## src/rtl/periph_flag_pkg.sv

```systemverilog
// Package with offsets, bit positions, masks and modes of the peripheral flag bank.
package periph_flag_pkg;

    // ************************************************************
    // Register map
    // ************************************************************
    localparam int ADDR_W = 4;
    localparam logic [ADDR_W-1:0] PERIPH_FLAG_REG3_OFFSET = 4'h0;
    localparam logic [ADDR_W-1:0] PERIPH_FLAG_REG4_OFFSET = 4'h1;
    localparam logic [ADDR_W-1:0] PERIPH_FLAG_REG5_OFFSET = 4'h2;
    localparam logic [ADDR_W-1:0] PERIPH_FLAG_REG6_OFFSET = 4'h3;
    localparam int NUM_REGS = 4;
    localparam int NUM_CAPCMP = 10;

    // ************************************************************
    // Reset values
    // ************************************************************
    localparam logic [7:0] FLAG_RESET = 8'h00;
    localparam logic [7:0] READ_UNMAPPED = 8'h00;

    // ************************************************************
    // Field positions
    // ************************************************************
    localparam int TIMER5_GATE_BIT = 7;
    localparam int SERIAL2_RX_BIT = 5;
    localparam int SERIAL2_TX_BIT = 4;
    localparam int CHARGE_TIME_BIT = 3;
    localparam int CAPCMP2_BIT = 2;
    localparam int CAPCMP1_BIT = 1;
    localparam int RTC_BIT = 0;
    localparam int TIMER7_GATE_BIT = 7;
    localparam int TIMER12_MATCH_BIT = 6;
    localparam int TIMER10_MATCH_BIT = 5;
    localparam int TIMER8_MATCH_BIT = 4;
    localparam int TIMER7_OVF_BIT = 3;
    localparam int TIMER6_MATCH_BIT = 2;
    localparam int TIMER5_OVF_BIT = 1;
    localparam int TIMER4_MATCH_BIT = 0;
    localparam int NV_WRITE_DONE_BIT = 4;
    localparam int COMPARATOR3_BIT = 2;
    localparam int COMPARATOR2_BIT = 1;
    localparam int COMPARATOR1_BIT = 0;

    // ************************************************************
    // Masks of sticky, software-clearable bits per variant
    // ************************************************************
    localparam logic [7:0] REG3_STICKY_MASK = 8'h8F;
    localparam logic [7:0] REG4_STICKY_MASK_LARGE = 8'hFF;
    localparam logic [7:0] REG4_STICKY_MASK_SMALL = 8'h3F;
    localparam logic [7:0] REG5_STICKY_MASK_LARGE = 8'hFF;
    localparam logic [7:0] REG5_STICKY_MASK_SMALL = 8'h17;
    localparam logic [7:0] REG6_STICKY_MASK = 8'h17;

    typedef enum logic [1:0] {
        CAPCMP_OFF,
        CAPCMP_CAPTURE,
        CAPCMP_COMPARE,
        CAPCMP_PWM
    } capcmp_mode_t;

endpackage : periph_flag_pkg

```

## src/rtl/capcmp_event_qual.sv

```systemverilog
// Mode qualifier that turns capture/compare unit events into flag set requests.
`timescale 1ns/1ps
module capcmp_event_qual
    import periph_flag_pkg::*;
(
    input wire logic [1:0] mode_i,
    input wire logic capture_i,
    input wire logic match_i,
    output logic set_o
);

    capcmp_mode_t mode;

    always_comb
    begin
        mode = capcmp_mode_t'(mode_i);
        set_o = 1'b0;
        case (mode)
            CAPCMP_CAPTURE: set_o = capture_i;
            CAPCMP_COMPARE: set_o = match_i;
            // PWM drives the pin only, so a period end is not an event here.
            CAPCMP_PWM: set_o = 1'b0;
            default: set_o = 1'b0;
        endcase
    end

endmodule : capcmp_event_qual

```

## src/rtl/sticky_flag_bit.sv

```systemverilog
// One sticky event flag that hardware sets and software writes.
`timescale 1ns/1ps
module sticky_flag_bit
#(
    parameter bit PRESENT = 1'b1
)
(
    input wire logic clk_i,
    input wire logic rst_i,
    input wire logic set_i,
    input wire logic wr_i,
    input wire logic wdata_i,
    output logic flag_o
);

    logic flag;
    logic next_flag;

    always_comb
    begin
        next_flag = flag;
        if (wr_i)
        begin
            next_flag = wdata_i;
        end
        // A set in the same cycle as a clearing write wins, so no event is lost.
        if (set_i)
        begin
            next_flag = 1'b1;
        end
        if (!PRESENT)
        begin
            next_flag = 1'b0;
        end
    end

    always_ff @(posedge clk_i)
    begin
        if (rst_i)
        begin
            flag <= 1'b0;
        end
        else
        begin
            flag <= next_flag;
        end
    end

    assign flag_o = flag;

endmodule : sticky_flag_bit

```

## src/rtl/periph_flag_bank.sv

```systemverilog
// Top of the bank of four peripheral interrupt request flag registers.
`timescale 1ns/1ps
module periph_flag_bank
    import periph_flag_pkg::*;
#(
    parameter bit LARGE_MEMORY = 1'b1,
    parameter int BUS_ADDR_W = ADDR_W
)
(
    input wire logic clk_i,
    input wire logic rst_i,
    input wire logic [BUS_ADDR_W-1:0] addr_i,
    input wire logic [7:0] wr_data_i,
    input wire logic wr_i,
    input wire logic rd_i,
    output logic [7:0] rd_data_o,
    input wire logic timer5_gate_i,
    input wire logic serial2_rx_full_i,
    input wire logic serial2_tx_empty_i,
    input wire logic charge_time_unit_i,
    input wire logic rtc_event_i,
    input wire logic [2*NUM_CAPCMP-1:0] capcmp_mode_i,
    input wire logic [NUM_CAPCMP-1:0] capcmp_capture_i,
    input wire logic [NUM_CAPCMP-1:0] capcmp_match_i,
    input wire logic timer7_gate_i,
    input wire logic timer12_period_match_i,
    input wire logic timer10_period_match_i,
    input wire logic timer8_period_match_i,
    input wire logic timer7_overflow_i,
    input wire logic timer6_period_match_i,
    input wire logic timer5_overflow_i,
    input wire logic timer4_period_match_i,
    input wire logic nv_write_done_i,
    input wire logic comparator3_i,
    input wire logic comparator2_i,
    input wire logic comparator1_i,
    output logic [7:0] periph_flag_reg3_o,
    output logic [7:0] periph_flag_reg4_o,
    output logic [7:0] periph_flag_reg5_o,
    output logic [7:0] periph_flag_reg6_o
);

    // ************************************************************
    // Elaboration checks
    // ************************************************************
    if (BUS_ADDR_W != ADDR_W)
    begin : g_bad_addr_w
        $error("periph_flag_bank: address width must match the register map");
    end

    // ************************************************************
    // Variant masks and write decode
    // ************************************************************
    localparam logic [7:0] REG4_MASK =
        LARGE_MEMORY ? REG4_STICKY_MASK_LARGE : REG4_STICKY_MASK_SMALL;
    localparam logic [7:0] REG5_MASK =
        LARGE_MEMORY ? REG5_STICKY_MASK_LARGE : REG5_STICKY_MASK_SMALL;
    localparam logic [8*NUM_REGS-1:0] STICKY_MASK =
        {REG6_STICKY_MASK, REG5_MASK, REG4_MASK, REG3_STICKY_MASK};

    logic [NUM_REGS-1:0] reg_wr;
    logic [NUM_CAPCMP-1:0] capcmp_set;
    logic [7:0] set3;
    logic [7:0] set4;
    logic [7:0] set5;
    logic [7:0] set6;
    logic [8*NUM_REGS-1:0] set_all;
    logic [8*NUM_REGS-1:0] flag_all;
    logic serial2_rx_full;
    logic serial2_tx_empty;
    logic [7:0] reg3_view;
    logic [7:0] next_rd_data;

    always_comb
    begin
        reg_wr = '0;
        if (wr_i)
        begin
            case (addr_i)
                PERIPH_FLAG_REG3_OFFSET: reg_wr[0] = 1'b1;
                PERIPH_FLAG_REG4_OFFSET: reg_wr[1] = 1'b1;
                PERIPH_FLAG_REG5_OFFSET: reg_wr[2] = 1'b1;
                PERIPH_FLAG_REG6_OFFSET: reg_wr[3] = 1'b1;
                default: reg_wr = '0;
            endcase
        end
    end

    // ************************************************************
    // Capture/compare unit qualifiers
    // ************************************************************
    for (genvar u = 0; u < NUM_CAPCMP; u++)
    begin : g_capcmp
        capcmp_event_qual u_qual (
            .mode_i(capcmp_mode_i[2*u+1:2*u]),
            .capture_i(capcmp_capture_i[u]),
            .match_i(capcmp_match_i[u]),
            .set_o(capcmp_set[u])
        );
    end

    // ************************************************************
    // Event routing; enables are not looked at, so polling works
    // ************************************************************
    always_comb
    begin
        set3 = 8'h00;
        set3[TIMER5_GATE_BIT] = timer5_gate_i;
        set3[CHARGE_TIME_BIT] = charge_time_unit_i;
        set3[CAPCMP2_BIT] = capcmp_set[1];
        set3[CAPCMP1_BIT] = capcmp_set[0];
        set3[RTC_BIT] = rtc_event_i;
        set4 = {capcmp_set[9:3], capcmp_set[2]};
        set5 = 8'h00;
        set5[TIMER7_GATE_BIT] = timer7_gate_i;
        set5[TIMER12_MATCH_BIT] = timer12_period_match_i;
        set5[TIMER10_MATCH_BIT] = timer10_period_match_i;
        set5[TIMER8_MATCH_BIT] = timer8_period_match_i;
        set5[TIMER6_MATCH_BIT] = timer6_period_match_i;
        set5[TIMER4_MATCH_BIT] = timer4_period_match_i;
        set5[TIMER7_OVF_BIT] = timer7_overflow_i;
        set5[TIMER5_OVF_BIT] = timer5_overflow_i;
        set6 = 8'h00;
        set6[NV_WRITE_DONE_BIT] = nv_write_done_i;
        set6[COMPARATOR3_BIT] = comparator3_i;
        set6[COMPARATOR2_BIT] = comparator2_i;
        set6[COMPARATOR1_BIT] = comparator1_i;
        set_all = {set6, set5, set4, set3};
    end

    // ************************************************************
    // Sticky flags; absent and unimplemented bits stay zero
    // ************************************************************
    for (genvar b = 0; b < 8*NUM_REGS; b++)
    begin : g_flag
        sticky_flag_bit #(
            .PRESENT(STICKY_MASK[b])
        ) u_flag (
            .clk_i(clk_i),
            .rst_i(rst_i),
            .set_i(set_all[b]),
            .wr_i(reg_wr[b/8]),
            .wdata_i(wr_data_i[b%8]),
            .flag_o(flag_all[b])
        );
    end

    // ************************************************************
    // Serial buffer status bits
    // ************************************************************
    // These follow the buffer, so a software write cannot change them.
    always_ff @(posedge clk_i)
    begin
        if (rst_i)
        begin
            serial2_rx_full <= 1'b0;
            serial2_tx_empty <= 1'b0;
        end
        else
        begin
            serial2_rx_full <= serial2_rx_full_i;
            serial2_tx_empty <= serial2_tx_empty_i;
        end
    end

    always_comb
    begin
        reg3_view = flag_all[7:0];
        reg3_view[SERIAL2_RX_BIT] = serial2_rx_full;
        reg3_view[SERIAL2_TX_BIT] = serial2_tx_empty;
    end

    // ************************************************************
    // Read port, data valid in the cycle after the strobe
    // ************************************************************
    always_comb
    begin
        next_rd_data = READ_UNMAPPED;
        if (rd_i)
        begin
            case (addr_i)
                PERIPH_FLAG_REG3_OFFSET: next_rd_data = reg3_view;
                PERIPH_FLAG_REG4_OFFSET: next_rd_data = flag_all[15:8];
                PERIPH_FLAG_REG5_OFFSET: next_rd_data = flag_all[23:16];
                PERIPH_FLAG_REG6_OFFSET: next_rd_data = flag_all[31:24];
                default: next_rd_data = READ_UNMAPPED;
            endcase
        end
    end

    always_ff @(posedge clk_i)
    begin
        if (rst_i)
        begin
            rd_data_o <= FLAG_RESET;
        end
        else
        begin
            rd_data_o <= next_rd_data;
        end
    end

    // ************************************************************
    // Flag views for the interrupt logic
    // ************************************************************
    // Registered copies keep outputs flop-driven at the cost of one cycle.
    always_ff @(posedge clk_i)
    begin
        if (rst_i)
        begin
            periph_flag_reg3_o <= FLAG_RESET;
            periph_flag_reg4_o <= FLAG_RESET;
            periph_flag_reg5_o <= FLAG_RESET;
            periph_flag_reg6_o <= FLAG_RESET;
        end
        else
        begin
            periph_flag_reg3_o <= reg3_view;
            periph_flag_reg4_o <= flag_all[15:8];
            periph_flag_reg5_o <= flag_all[23:16];
            periph_flag_reg6_o <= flag_all[31:24];
        end
    end

endmodule : periph_flag_bank

```

## config.mk

```make
export PLATFORM = sky130hd
export DESIGN_NAME = periph_flag_bank
export DESIGN_NICKNAME = d
export VERILOG_FILES = /design/src/rtl/periph_flag_pkg.sv /design/src/rtl/capcmp_event_qual.sv /design/src/rtl/sticky_flag_bit.sv /design/src/rtl/periph_flag_bank.sv
export SDC_FILE = /design/constraint.sdc
export NUM_CORES = 1
export LEC_CHECK = 0
export ABC_CLOCK_PERIOD_IN_PS = 2900
export BUFFER_PORTS_ARGS = -buffer_cell sky130_fd_sc_hd__buf_2
export CAP_MARGIN = 10
export CORE_MARGIN = 8
export CORE_UTILIZATION = 52
export DETAILED_ROUTE_END_ITERATION = 10
export GPL_ROUTABILITY_DRIVEN = 0
export PLACE_DENSITY = 0.85
export SLEW_MARGIN = 5
export SYNTH_ARGS = -nofsm -noshare
export SYNTH_HDL_FRONTEND = slang
export SYNTH_HIERARCHICAL = 1
export SYNTH_SLANG_ARGS = --single-unit
```

## constraint.sdc

```tcl
create_clock -name clk_i -period 2.9 [get_ports clk_i]
set_input_delay 0.58 -clock clk_i [delete_from_list [all_inputs] [get_ports clk_i]]
set_output_delay 0.58 -clock clk_i [all_outputs]
set_load 0.005 [all_outputs]
```

==> flow_metrics.env <==
export IMPL_drv_slew=0
export IMPL_grt_start_max_net_pins=60
export IMPL_dp_cells=470
export IMPL_drtIter0Drc=93
export IMPL_area_growth_syn_to_layout_pct=26.5
export IMPL_fin_crit_ns=2.03
export IMPL_fin_crit_sh_pct=70.0
export IMPL_crit_fanout=10
export IMPL_clock_fmax_mhz=493
export IMPL_finalNetCount=502
export IMPL_antenna_found_initial=0
export IMPL_slew_headroom_pct=56.9
export IMPL_fin_tns_setup_ns=0
export IMPL_final_cell_mix="buf_2, dfxtp_1, inv_1"
export IMPL_fill_cells=436
export IMPL_clock_sinks=67
export IMPL_final_cell_count_no_fill=485
export IMPL_first_pass_iters=4
export IMPL_dpl_cell_area_um2=3480
export IMPL_wl_um=6660
export IMPL_multi_input_area_um2=1280
export IMPL_cts_tree="done"
export IMPL_io_pins=113
export IMPL_cts_resized=0
export IMPL_core_um2=5440
export IMPL_worstSetupEndpointType="flop"
export IMPL_netlist_instances=294
export IMPL_syn_area_per_cell_um2=9.78
export IMPL_layout_commonest_cell="buf_2"
export IMPL_detail_route_wl_per_cell_um=13.7
export IMPL_die_h_um=90.4
export IMPL_path_clk_slew_ns=0.06
export IMPL_final_hold_violation_count=0
export IMPL_p_per_area_nw_per_um2=512
export IMPL_critPathKind="input pin to flop"
export IMPL_worst_hold_path_type="input pin to flop"
export IMPL_cts_buffers=9
export IMPL_dieArea_um2=8160
export IMPL_clk_latency_ns=0.34
export IMPL_grt_use_total_pct=17.0
export IMPL_finalSetupViolCount=0
export IMPL_clockBufferDepth=2
export IMPL_yosysWarnings=6
export IMPL_rsz0062_at_grt="false"
export IMPL_drc_errors=0
export IMPL_netlist_area_um2=2880
export IMPL_row_count=27
export IMPL_postCtsSetupBuffers=0
export IMPL_root_buffer="clkbuf_8"
export IMPL_seqCellArea_um2=1340
export IMPL_finClkSkew_ns=0.00365
export IMPL_diodes=0
export IMPL_outcome="complete, no violations"
export IMPL_vdd_drop_max_v=0.000370
export IMPL_drive_gt1_share_pct=31.2
export IMPL_worst_endpoint_arrival_ns=2.24
export IMPL_maxCapViolations=0
export IMPL_worst_ep_required_time_ns=3.11
export IMPL_syn_num_nets=387
export IMPL_overflow=0
export IMPL_leakage_nw=1.84
export IMPL_portBuffers=112
export IMPL_utilization_pct=66.9
export IMPL_ant_nets=0
export IMPL_grt_pass1_vias=2516
export IMPL_initial_utilization_pct=52.9
export IMPL_viasPerCell=4.80
export IMPL_cts_hold_buf=0
export IMPL_num_vias=2329
export IMPL_design_area_um2=3640
export IMPL_hpwl_um=5310
export IMPL_setup_worst_path_start_class="input pin"
export IMPL_cts_max_level=3
export IMPL_grt_pass1_wl_um=11100
export IMPL_worst_pin_slew_ns=0.644
export IMPL_die_w_um=90.4
==> registers in the layout (all words and copies together) (netlist names) <==
register              cells
g_flag.u_flag/flag_o     25
serial2_rx_full           1
periph_flag_reg3_o        8
periph_flag_reg6_o        8
serial2_tx_empty          1
periph_flag_reg5_o        8
periph_flag_reg4_o        8
rd_data_o                 8
==> critical path, stage by stage <==
cell,delay [ns]
buf_2,0.10
or3_1,0.54
nor2_1,0.45
buf_4,0.27
mux2i_1,0.22
a21oi_1,0.08
==> path summary, 6_finish.rpt <==
path | endpoint | slack (ns) | cells after the start | from
worst max register to register | rd_data_o[2]$_SDFF_PP0_ | 2.03 | 3 | g_flag[26].u_flag/flag_o$_SDFFE_PP0P_
worst min-delay path | serial2_tx_empty$_SDFF_PP0_ | 0.45 | 2 | serial2_tx_empty_i
worst max-delay path | g_flag[11].u_flag/flag_o$_SDFFE_PP0P_ | 0.87 | 6 | addr_i[1]
worst min register to register | periph_flag_reg3_o[5]$_SDFF_PP0_ | 0.46 | 1 | serial2_rx_full$_SDFF_PP0_
==> power by group <==
group / switching [mW] / leakage, nW / internal (mW)
Combinational: 0.109 / 1.21 / 0.117
Clock: 0.313 / 0.0795 / 0.328
Sequential: 0.0240 / 0.552 / 0.971
==> cell type report <==
cell class / instances / area share [%]
Clock inverter: 2 / 0.344
Multi-Input combinational cell: 170 / 35.3
Tap cell: 72 / 2.48
Sequential cell: 67 / 36.9
Clock buffer: 13 / 4.09
Inverter: 45 / 4.64
Timing Repair Buffer: 116 / 16.2
==> per-layer routing <==
layer,GRT usage [%],up-vias,wire (um)
met1,17.6,1062,2680
met5,0,-,0
li1,-,1171,-
met2,28.0,77,3230
met4,10.1,0,219
met3,7.40,19,538
==> per-stage QoR <==
| stage | setup WS [ns] | total power [mW] | hold slack (ns) |
|---|---|---|---|
| 2_1_floorplan | 0.837 | 1.13 | 0.437 |
| 3_3_place_gp | 0.642 | 1.23 | 0.457 |
| 3_5_place_dp | 0.554 | 1.24 | 0.451 |
| 4_1_cts | 0.911 | 1.88 | 0.443 |
| 5_1_grt | 0.810 | 1.96 | 0.442 |
| 6_report | 0.870 | 1.86 | 0.447 |
(Power assumes the default switching activity.)
